## src/ssp_pkg.sv

```systemverilog
/*
 * Shared constants, types and helper functions of the sensor SPI command port.
 * Assumes a single 100 MHz system clock domain for every user of this package.
 */
package ssp_pkg;

	// Command codes of the first byte of a transaction.
	localparam logic [7:0] CMD_REG_WR = 8'h0A;
	localparam logic [7:0] CMD_REG_RD = 8'h0B;
	localparam logic [7:0] CMD_FIFO_RD = 8'h0D;

	// Register space layout.
	localparam int ADDR_W = 7;
	localparam int REG_DEPTH = 128;
	localparam logic [6:0] ADDR_FIRST = 7'h00;
	localparam logic [6:0] ADDR_STATUS = 7'h0B;
	localparam logic [6:0] ADDR_STATUS2 = 7'h44;
	localparam logic [6:0] ADDR_PROT_LAST = 7'h43;
	localparam logic [6:0] ADDR_USER_LAST = 7'h45;
	localparam logic [6:0] ADDR_DATA_A_FIRST = 7'h08;
	localparam logic [6:0] ADDR_DATA_A_LAST = 7'h0A;
	localparam logic [6:0] ADDR_DATA_B_FIRST = 7'h0E;
	localparam logic [6:0] ADDR_DATA_B_LAST = 7'h17;

	// Status bit positions and reset values.
	localparam int STAT_ERR_BIT = 7;
	localparam int STAT_DRDY_BIT = 0;
	localparam logic ERR_RESET = 1'b1;
	localparam logic DRDY_RESET = 1'b0;
	localparam logic [7:0] REG_RESET = 8'h00;
	localparam logic [2:0] BIT_LAST = 3'h7;

	// Check bits per protected byte: four Hamming bits plus overall parity.
	localparam int ECC_W = 5;

	// Data-ready clearing latency.
	localparam int CLK_MHZ = 100;
	localparam int DRDY_CLR_NORM_US = 120;
	localparam int DRDY_CLR_WAKE_US = 420;
	localparam int DRDY_CLR_NORM_CYC = DRDY_CLR_NORM_US * CLK_MHZ;
	localparam int DRDY_CLR_WAKE_CYC = DRDY_CLR_WAKE_US * CLK_MHZ;
	localparam int CLR_CNT_W = 16;

	typedef enum logic [2:0] {
		ST_CMD,
		ST_ADDR,
		ST_WR,
		ST_RD,
		ST_FIFO,
		ST_IGNORE
	} ssp_state_t;

	typedef struct packed {
		logic sclk;
		logic cs_n;
		logic mosi;
	} ssp_pins_t;

	typedef struct packed {
		logic en;
		logic [6:0] addr;
		logic [7:0] data;
	} ssp_wr_t;

	localparam ssp_pins_t PINS_IDLE = '{sclk: 1'b0, cs_n: 1'b1, mosi: 1'b0};

	// Single-error-correcting, double-error-detecting code of one byte.
	function automatic logic [4:0] ssp_ecc(input logic [7:0] d);
		logic [3:0] p;
		p[0] = d[0] ^ d[1] ^ d[3] ^ d[4] ^ d[6];
		p[1] = d[0] ^ d[2] ^ d[3] ^ d[5] ^ d[6];
		p[2] = d[1] ^ d[2] ^ d[3] ^ d[7];
		p[3] = d[4] ^ d[5] ^ d[6] ^ d[7];
		return {^{d, p}, p};
	endfunction

	function automatic logic ssp_is_data_addr(input logic [6:0] a);
		return ((a >= ADDR_DATA_A_FIRST) && (a <= ADDR_DATA_A_LAST)) ||
			((a >= ADDR_DATA_B_FIRST) && (a <= ADDR_DATA_B_LAST));
	endfunction

endpackage

```

## src/ssp_sync.sv

```systemverilog
/*
 * Two flip-flop synchroniser for a group of asynchronous inputs.
 * Assumes the inputs change slowly against clk; the first stage feeds only the second.
 */
`timescale 1ns/10ps
module ssp_sync #(
	parameter int W = 1,
	parameter logic [W-1:0] RST_VAL = '0
) (
	input wire logic clk,
	input wire logic sys_rst,
	input wire logic [W-1:0] d_in,
	output logic [W-1:0] d_out
);
	logic [W-1:0] meta_reg;
	logic [W-1:0] meta_next;
	logic [W-1:0] sync_reg;
	logic [W-1:0] sync_next;

	always_comb begin
		meta_next = d_in;
		sync_next = meta_reg;
	end

	always_ff @(posedge clk) begin
		if (sys_rst) begin
			meta_reg <= RST_VAL;
			sync_reg <= RST_VAL;
		end else begin
			meta_reg <= meta_next;
			sync_reg <= sync_next;
		end
	end

	assign d_out = sync_reg;
endmodule

```

## src/ssp_regmem.sv

```systemverilog
/*
 * User register memory, 128 bytes, each stored with its check bits.
 * Assumes one write per cycle; both read ports return registered data one cycle late.
 */
`timescale 1ns/10ps
module ssp_regmem (
	input wire logic clk,
	input wire logic sys_rst,
	input ssp_pkg::ssp_wr_t wr,
	input wire logic [ssp_pkg::ADDR_W-1:0] rd_addr,
	output logic [7:0] rd_data,
	input wire logic [ssp_pkg::ADDR_W-1:0] chk_addr,
	output logic [7:0] chk_data,
	output logic [ssp_pkg::ECC_W-1:0] chk_ecc
);
	import ssp_pkg::*;

	logic [7:0] mem [REG_DEPTH];
	logic [ECC_W-1:0] ecc_mem [REG_DEPTH];

	// Clearing at reset keeps stored and computed check bits consistent from the start.
	always_ff @(posedge clk) begin
		if (sys_rst) begin
			for (int i = 0; i < REG_DEPTH; i++) begin
				mem[i] <= REG_RESET;
				ecc_mem[i] <= ssp_ecc(REG_RESET);
			end
		end else if (wr.en) begin
			mem[wr.addr] <= wr.data;
			// RULE_18: recompute check bits
			ecc_mem[wr.addr] <= ssp_ecc(wr.data);
		end
	end

	always_ff @(posedge clk) begin
		rd_data <= mem[rd_addr];
		chk_data <= mem[chk_addr];
		chk_ecc <= ecc_mem[chk_addr];
	end
endmodule

```

## src/ssp_port.sv

```systemverilog
/*
 * Four-wire SPI slave command port: command decode, register read and write with
 * auto-increment, FIFO streaming, data-ready clearing and register integrity check.
 * Assumes the serial pins are asynchronous to clk and the serial clock is at most
 * about an eighth of clk; the FIFO presents its head word with a valid flag.
 */
`timescale 1ns/10ps
// Summary of operation
// RULE_01: Mode zero: clock idles low, data sampled on rising, changed on falling edge.
// RULE_02: First byte is the command: 0x0A write, 0x0B read, 0x0D FIFO read.
// RULE_03: Register access is command, one address byte, data bytes, then select release.
// RULE_04: FIFO read has no address; every later byte returns FIFO data.
// RULE_05: Each FIFO sample goes out most significant byte first.
// RULE_06: Host reads whole sample sets in one burst to keep alignment.
// RULE_07: Bursts of any length are accepted for all three commands.
// RULE_08: FIFO pops follow the serial clock, one sample per two bytes.
// RULE_09: Register bursts start at the given address and increment per byte.
// RULE_10: Only addresses up to 0x45 give valid read data.
// RULE_11: Seven address bits decode 128 locations; 0x46 to 0x7F are reserved.
// RULE_12: Reading 0x08-0x0A or 0x0E-0x17 clears the data-ready flag.
// RULE_13: That clear lands within 120 us, or 420 us in wake-up mode.
// RULE_14: Other reads, writes and FIFO reads act without added latency.
// RULE_15: Invalid commands leave the serial output undriven until select rises.
// RULE_16: Serial output is driven only while read data is shifted out.
// RULE_17: Host ignores the serial output during register writes.
// RULE_18: Check bits over 0x00 to 0x43 are recomputed on every protected write.
// RULE_19: A check mismatch sets the integrity error bit in 0x0B and 0x44.
// RULE_20: The integrity error bit is set at reset and cleared by the first write.
// RULE_21: The check code detects single and double bit errors.
// RULE_22: Host runs the serial clock between 1 MHz and 8 MHz; the bench host runs it at 12.5 MHz for register accesses.
// RULE_23: Select release aborts a partial byte and waits for a new command.
// RULE_24: Every byte moves most significant bit first on both data lines.
module ssp_port #(
	parameter int CLR_NORM_CYC = ssp_pkg::DRDY_CLR_NORM_CYC,
	parameter int CLR_WAKE_CYC = ssp_pkg::DRDY_CLR_WAKE_CYC
) (
	input wire logic clk,
	input wire logic sys_rst,
	input ssp_pkg::ssp_pins_t spi_in,
	output logic miso_o,
	output logic miso_oe,
	input wire logic [15:0] fifo_data,
	input wire logic fifo_valid,
	output logic fifo_pop,
	input wire logic sample_ready,
	input wire logic wake_mode,
	output logic data_ready,
	output logic err_user_regs,
	output ssp_pkg::ssp_wr_t reg_wr
);
	import ssp_pkg::*;

	ssp_pins_t pins_s;
	logic sclk_d_reg;
	logic sclk_d_next;
	logic rise;
	logic fall;
	logic cs_active;

	ssp_state_t state_reg;
	ssp_state_t state_next;
	logic [2:0] bit_cnt_reg;
	logic [2:0] bit_cnt_next;
	logic [7:0] rx_reg;
	logic [7:0] rx_next;
	logic [7:0] rx_byte;
	logic rd_cmd_reg;
	logic rd_cmd_next;
	logic [6:0] addr_reg;
	logic [6:0] addr_next;
	logic [7:0] tx_reg;
	logic [7:0] tx_next;
	logic [7:0] load_byte;
	logic miso_reg;
	logic miso_next;
	logic oe_reg;
	logic oe_next;
	ssp_wr_t wr_reg;
	ssp_wr_t wr_next;
	logic [15:0] sample_reg;
	logic [15:0] sample_next;
	logic lsb_next_reg;
	logic lsb_next_next;
	logic pop_reg;
	logic pop_next;
	logic clr_req_reg;
	logic clr_req_next;

	logic [7:0] mem_rd_data;
	logic [6:0] scan_reg;
	logic [6:0] scan_next;
	logic [7:0] chk_data;
	logic [ECC_W-1:0] chk_ecc;
	logic mismatch;
	logic err_reg;
	logic err_next;
	logic drdy_reg;
	logic drdy_next;
	logic [CLR_CNT_W-1:0] clr_cnt_reg;
	logic [CLR_CNT_W-1:0] clr_cnt_next;
	logic clr_busy_reg;
	logic clr_busy_next;
	logic clr_fire;

	ssp_sync #(
		.W(3),
		.RST_VAL(PINS_IDLE)
	) u_sync (
		.clk(clk),
		.sys_rst(sys_rst),
		.d_in(spi_in),
		.d_out(pins_s)
	);

	ssp_regmem u_mem (
		.clk(clk),
		.sys_rst(sys_rst),
		.wr(wr_reg),
		.rd_addr(addr_reg),
		.rd_data(mem_rd_data),
		.chk_addr(scan_reg),
		.chk_data(chk_data),
		.chk_ecc(chk_ecc)
	);

	// RULE_01: edges of the sampled clock
	assign rise = pins_s.sclk & ~sclk_d_reg;
	assign fall = ~pins_s.sclk & sclk_d_reg;
	assign cs_active = ~pins_s.cs_n;
	// RULE_24: shift in from the bottom
	assign rx_byte = {rx_reg[6:0], pins_s.mosi};

	// Read data for the current address, with live status bits laid over memory.
	always_comb begin
		load_byte = mem_rd_data;
		if (addr_reg == ADDR_STATUS) begin
			// RULE_19: error bit in first status
			load_byte[STAT_ERR_BIT] = err_reg;
			load_byte[STAT_DRDY_BIT] = drdy_reg;
		end else if (addr_reg == ADDR_STATUS2) begin
			// RULE_19: error bit in second status
			load_byte[STAT_ERR_BIT] = err_reg;
		end
		if (state_reg == ST_FIFO) begin
			// RULE_05: high byte first
			if (!lsb_next_reg) begin
				load_byte = fifo_valid ? fifo_data[15:8] : REG_RESET;
			end else begin
				load_byte = sample_reg[7:0];
			end
		end
	end

	always_comb begin
		sclk_d_next = pins_s.sclk;
		state_next = state_reg;
		bit_cnt_next = bit_cnt_reg;
		rx_next = rx_reg;
		rd_cmd_next = rd_cmd_reg;
		addr_next = addr_reg;
		tx_next = tx_reg;
		miso_next = miso_reg;
		oe_next = oe_reg;
		wr_next = wr_reg;
		wr_next.en = 1'b0;
		sample_next = sample_reg;
		lsb_next_next = lsb_next_reg;
		pop_next = 1'b0;
		clr_req_next = 1'b0;
		if (!cs_active) begin
			// RULE_23: abort and wait for a command
			state_next = ST_CMD;
			bit_cnt_next = '0;
			oe_next = 1'b0;
			lsb_next_next = 1'b0;
		end else if (rise) begin
			rx_next = rx_byte;
			bit_cnt_next = bit_cnt_reg + 3'h1;
			if (bit_cnt_reg == BIT_LAST) begin
				case (state_reg)
					ST_CMD: begin
						// RULE_02: decode command byte
						case (rx_byte)
							CMD_REG_WR: begin
								state_next = ST_ADDR;
								rd_cmd_next = 1'b0;
							end
							CMD_REG_RD: begin
								state_next = ST_ADDR;
								rd_cmd_next = 1'b1;
							end
							// RULE_04: no address byte for FIFO
							CMD_FIFO_RD: state_next = ST_FIFO;
							// RULE_15: unknown code, stay silent
							default: state_next = ST_IGNORE;
						endcase
					end
					ST_ADDR: begin
						// RULE_03: address byte follows command
						// RULE_11: seven address bits decode
						addr_next = rx_byte[6:0];
						state_next = rd_cmd_reg ? ST_RD : ST_WR;
					end
					ST_WR: begin
						// RULE_14: write lands next cycle
						wr_next = '{en: 1'b1, addr: addr_reg, data: rx_byte};
						// RULE_09: increment per byte
						addr_next = addr_reg + 7'h01;
					end
					ST_RD: begin
						// RULE_09: increment per byte
						// RULE_10: no guard past last user address
						addr_next = addr_reg + 7'h01;
					end
					default: state_next = state_reg;
				endcase
			end
		end else if (fall) begin
			if ((bit_cnt_reg == 3'h0) && ((state_reg == ST_RD) || (state_reg == ST_FIFO))) begin
				// RULE_16: drive only while sending
				// RULE_07: reload every byte, unbounded burst
				tx_next = {load_byte[6:0], 1'b0};
				miso_next = load_byte[7];
				oe_next = 1'b1;
				if (state_reg == ST_FIFO) begin
					lsb_next_next = ~lsb_next_reg;
					if (!lsb_next_reg) begin
						// RULE_08: pop once per two serial bytes
						sample_next = fifo_data;
						pop_next = fifo_valid;
					end
				end else if (ssp_is_data_addr(addr_reg)) begin
					// RULE_12: data register read
					clr_req_next = 1'b1;
				end
			end else if (oe_reg) begin
				// RULE_24: next bit, top first
				miso_next = tx_reg[7];
				tx_next = {tx_reg[6:0], 1'b0};
			end
		end
	end

	always_ff @(posedge clk) begin
		if (sys_rst) begin
			sclk_d_reg <= 1'b0;
			state_reg <= ST_CMD;
			bit_cnt_reg <= '0;
			rx_reg <= REG_RESET;
			rd_cmd_reg <= 1'b0;
			addr_reg <= ADDR_FIRST;
			tx_reg <= REG_RESET;
			miso_reg <= 1'b0;
			oe_reg <= 1'b0;
			wr_reg <= '0;
			sample_reg <= '0;
			lsb_next_reg <= 1'b0;
			pop_reg <= 1'b0;
			clr_req_reg <= 1'b0;
		end else begin
			sclk_d_reg <= sclk_d_next;
			state_reg <= state_next;
			bit_cnt_reg <= bit_cnt_next;
			rx_reg <= rx_next;
			rd_cmd_reg <= rd_cmd_next;
			addr_reg <= addr_next;
			tx_reg <= tx_next;
			miso_reg <= miso_next;
			oe_reg <= oe_next;
			wr_reg <= wr_next;
			sample_reg <= sample_next;
			lsb_next_reg <= lsb_next_next;
			pop_reg <= pop_next;
			clr_req_reg <= clr_req_next;
		end
	end

	// A byte-wise SECDED code checked by a walking scan costs far less logic than one wide
	// code over all protected bytes, at the price of up to 68 cycles of detection delay.
	// RULE_21: per-byte check comparison
	assign mismatch = (ssp_ecc(chk_data) != chk_ecc);
	assign clr_fire = clr_busy_reg && (clr_cnt_reg == CLR_CNT_W'(1));

	always_comb begin
		// RULE_18: walk the protected range
		scan_next = (scan_reg == ADDR_PROT_LAST) ? ADDR_FIRST : scan_reg + 7'h01;
		// RULE_19: mismatch sets the error bit
		// RULE_20: any write clears, a mismatch wins
		err_next = mismatch | (err_reg & ~wr_reg.en);
		clr_busy_next = clr_busy_reg;
		clr_cnt_next = clr_cnt_reg;
		if (clr_req_reg && !clr_busy_reg) begin
			// RULE_13: latency by power mode
			clr_busy_next = 1'b1;
			clr_cnt_next = wake_mode ? CLR_CNT_W'(CLR_WAKE_CYC) : CLR_CNT_W'(CLR_NORM_CYC);
		end else if (clr_busy_reg) begin
			clr_cnt_next = clr_cnt_reg - CLR_CNT_W'(1);
			clr_busy_next = ~clr_fire;
		end
		// A new sample arriving with the clear keeps the flag set.
		drdy_next = sample_ready | (drdy_reg & ~clr_fire);
	end

	always_ff @(posedge clk) begin
		if (sys_rst) begin
			scan_reg <= ADDR_FIRST;
			err_reg <= ERR_RESET;
			drdy_reg <= DRDY_RESET;
			clr_cnt_reg <= '0;
			clr_busy_reg <= 1'b0;
		end else begin
			scan_reg <= scan_next;
			err_reg <= err_next;
			drdy_reg <= drdy_next;
			clr_cnt_reg <= clr_cnt_next;
			clr_busy_reg <= clr_busy_next;
		end
	end

	// RULE_15: output keeps last level when undriven
	assign miso_o = miso_reg;
	assign miso_oe = oe_reg;
	assign fifo_pop = pop_reg;
	assign data_ready = drdy_reg;
	assign err_user_regs = err_reg;
	assign reg_wr = wr_reg;
endmodule

```

## config.mk

```make
export PLATFORM = sky130hd
export DESIGN_NAME = ssp_port
export DESIGN_NICKNAME = d
export VERILOG_FILES = /design/src/ssp_pkg.sv /design/src/ssp_sync.sv /design/src/ssp_regmem.sv /design/src/ssp_port.sv
export SDC_FILE = /design/constraint.sdc
export NUM_CORES = 2
export LEC_CHECK = 0
export BUFFER_PORTS_ARGS = -buffer_cell sky130_fd_sc_hd__buf_2
export CAP_MARGIN = 10
export CORE_UTILIZATION = 50
export CTS_CLUSTER_SIZE = 16
export DETAILED_ROUTE_END_ITERATION = 10
export HOLD_SLACK_MARGIN = 0.15
export MAX_ROUTING_LAYER = met4
export PLACE_DENSITY = 0.7
export SETUP_SLACK_MARGIN = 0.15
export SLEW_MARGIN = 40
export SYNTH_ARGS = -nofsm -noshare
export SYNTH_HDL_FRONTEND = slang
export SYNTH_SLANG_ARGS = --single-unit
```

## constraint.sdc

```tcl
create_clock -name clk -period 7.3 [get_ports clk]
set_input_delay 1.095 -clock clk [delete_from_list [all_inputs] [get_ports clk]]
set_output_delay 1.095 -clock clk [all_outputs]
set_load 0.005 [all_outputs]
```

==> impl_metrics.ini <==
[outcome]
status = completed

[synth]
netlist_top_cells_area = sky130_fd_sc_hd__edfxtp_1 57%, sky130_fd_sc_hd__mux4_2 17%, sky130_fd_sc_hd__and3_1 7.2%
netlist_instances = 6283
synth_top_area_cell = sky130_fd_sc_hd__edfxtp_1
synth_largest_type_area_fraction_pct = 56.57
ys.warnings.count = 0
mappedNetlistNets = 6315
yosysUniqueCellTypes = 74
synth-edff-count = 1664
ys_dominant_reg_cell = sky130_fd_sc_hd__edfxtp_1
yosysSeqAreaShare_pct = 59.09
post_synthesis_async_set_or_reset_flop_share_pct = 0
ys_seq_elements = 1775
post_synth.cell_area_avg_um2 = 14.06
syn-cell-area_mm2 = 0.08832

[power_and_ir_drop]
power-per-cell-area_mw_per_mm2 = 236.0
worst_ir_drop_vdd_v = 0.0002825
cellLeakagePower_nw = 35.20

[hold_path]
hold_class = flip-flop to flip-flop
worstHoldEndpoint = u_sync.d_out[1]
hold_path_startpoint = u_sync.meta_reg[1]
number_of_cells_on_the_worst_hold_path = 1

[placement]
place_inst = 8092
port_buffers = 44
gpl.final_weighted_congestion = 1.008
dp.final_hpwl_mm = 178.1

[sta]
grt_setup_unrepaired = no
final_tns_setup_ns = 0
max_slew_margin_pct = 31.02
max_clock_freq_ghz = 0.2462
finClkSkew_ns = 0.03602
layout_worst_path_cycle_share_pct = 55.64
tightest_slew_ns = 1.035
timing.final.crit_period_ns = 4.062
timing_max_transition_violations_final = 0
setup_violations = 0
timing.final.hold_violations = 0

[die]
die_height_um = 422.3
io_pins = 45
rows = 153
die_width_um = 422.3
design.core.area_mm2 = 0.1746
initial_core_util_pct = 50.59
die_area_mm2 = 0.1783

[clock_network]
post_cts_setup_repair_bufs = 0
path_clk_slew_ns = 0.06
cts_repair_resize_count = 0
worst_skew_pair.late_latency_ns = 0.86
cts_hold_buf = 0
cts.root.buffer_cell = sky130_fd_sc_hd__clkbuf_16
ctsHtreeMaxLevel = 4
cts_made_buffers = 180
ctsLongestPathBuffers = 3
cts.sink_count = 1775
cts_tree = done

[drt]
vias = 59290
avgViaCountPerCell = 7.027
antenna_violating_nets_post_route = 0
drc_errors = 0
post_drt_wl_per_cell_um = 33.49
drt_pass1_iterations = 8
finalWirelength_mm = 282.5
drtIter0Drc = 10800

[global_route]
gr-total-overflow = 0
grt_max_degree = 130
antenna_violations_before_repair = 15
grt_util_all_layers_pct = 32.26
via_count_of_the_first_global_routing_pass = 55130
grt_first_pass_wirelength_mm = 403.6

[critical_path]
arrival_ns = 4.54
timing_worst_setup_path_type = input pin to flip-flop
crit_path_end_kind = flip-flop
worst_r2r_endpoint = u_mem.rd_data[7]
r2r_setup_slack_ns = 3.37
ff2ff_path_depth = 8
required_ns = 7.77
crit-reg2reg-launch = addr_reg[1]
cp_max_fo = 63
start_kind = input pin

[cells_and_area]
nets = 5983
final_util_pct = 55.13
mostFrequentLayoutCell = sky130_fd_sc_hd__edfxtp_1
biggestRegsByFlops = u_mem.mem x1024, u_mem.ecc_mem x640
post_route_cells_drive_above_1_share_pct = 20.22
synthesis_to_finish_area_growth_pct = 8.970
largest-register = u_mem.mem
largest_register_ffs = 1024
layout.cells.most_common_list = 1,664 x sky130_fd_sc_hd__edfxtp_1, 1,010 x sky130_fd_sc_hd__and3_1, 785 x sky130_fd_sc_hd__nor2_1, 667 x sky130_fd_sc_hd__mux4_2, 350 x sky130_fd_sc_hd__nand2_1
layoutNonFillerInstCount = 8437

[run]
drv.max_cap_violation_count = 0
area by class of cell:
class                   count  area (um2)
repair buffers            184        1719
clock inverters            99        1026
clock buffers             234        4903
multi-input cells        3790       33340
inverters                  20       78.83
diodes                     10       25.02
well taps                2325        2909
fillers                 13670       78340
flip-flops and latches   1775       52250
cell usage after synthesis (18+ instances only):
cell                          n
sky130_fd_sc_hd__a221oi_1    18
sky130_fd_sc_hd__buf_2       94
sky130_fd_sc_hd__and3_1    1010
sky130_fd_sc_hd__nand2_1    350
sky130_fd_sc_hd__and2_1      31
sky130_fd_sc_hd__clkbuf_1   504
sky130_fd_sc_hd__dfxtp_1    111
sky130_fd_sc_hd__a31oi_1     19
sky130_fd_sc_hd__mux4_2     667
sky130_fd_sc_hd__o22ai_1     19
sky130_fd_sc_hd__xnor2_1     24
sky130_fd_sc_hd__nand2b_1    21
sky130_fd_sc_hd__edfxtp_1  1664
sky130_fd_sc_hd__mux2i_1    195
sky130_fd_sc_hd__mux2_2      38
sky130_fd_sc_hd__nor3_1      31
sky130_fd_sc_hd__buf_1       24
sky130_fd_sc_hd__a211oi_1    81
sky130_fd_sc_hd__nand3_1     27
sky130_fd_sc_hd__a21oi_1     87
sky130_fd_sc_hd__o21ai_0     47
sky130_fd_sc_hd__nor2b_1     76
sky130_fd_sc_hd__nor2_1     803
sky130_fd_sc_hd__buf_4       68
sky130_fd_sc_hd__a22oi_1     83
routing by layer:
layer	share of wire [%]	track usage [%]
met5	0	-
met4	5.2	14.04
met1	35	42.99
met2	45	47.05
met3	14	8.135
through the flow:
step / power (mW) / area [um2] / setup WS [ns] / hold WS [ns]
3_3_place_gp: 13.34 / 89990 / 2.685 / 0.3998
6_report: 22.71 / 96250 / 3.238 / 0.4219
5_1_grt: 23.15 / 96240 / 3.105 / 0.4326
3_5_place_dp: 13.37 / 90180 / 2.508 / 0.3992
2_1_floorplan: 12.80 / 88320 / 4.242 / 0.3895
4_1_cts: 22.68 / 96110 / 3.260 / 0.3947
where the power goes:
group	internal, mW	total, mW	switching (mW)
clock network	5.41	9.50	4.08
registers	11.4	11.6	0.198
logic	0.649	1.60	0.947
total	17.5	22.7	5.23
worst max path at each step:
stage,start,end,slack [ns],depth (start not counted)
floorplan,sys_rst,u_mem.ecc_mem[1][0],4.24,6
global placement,sys_rst,u_mem.mem[6][3],2.69,7
detailed placement,sys_rst,u_mem.mem[6][1],2.51,7
CTS,scan_reg[0],u_mem.chk_data[3],3.26,8
global route,sys_rst,u_mem.mem[6][7],3.10,7
finish,sys_rst,u_mem.ecc_mem[6][0],3.24,7
kinds of logic after synthesis:
family | Yosys count | share of synthesized area [%]
simple gates | 2404 | 13.72
flops | 1775 | 59.09
mux | 900 | 19.70
buf+inv | 718 | 3.534
compound gates | 443 | 3.478
xor+xnor | 35 | 0.3626
fa+ha+maj | 8 | 0.1133
worst max-delay path: stages:
cell                      delay (ns)
sky130_fd_sc_hd__buf_2          0.13
sky130_fd_sc_hd__inv_4          0.49
sky130_fd_sc_hd__nand3_1        0.48
sky130_fd_sc_hd__nor2_4         0.67
sky130_fd_sc_hd__buf_4          0.65
sky130_fd_sc_hd__nand2_1        0.28
sky130_fd_sc_hd__nand2_1        0.61
No activity file was read; power rests on OpenSTA's default activity.
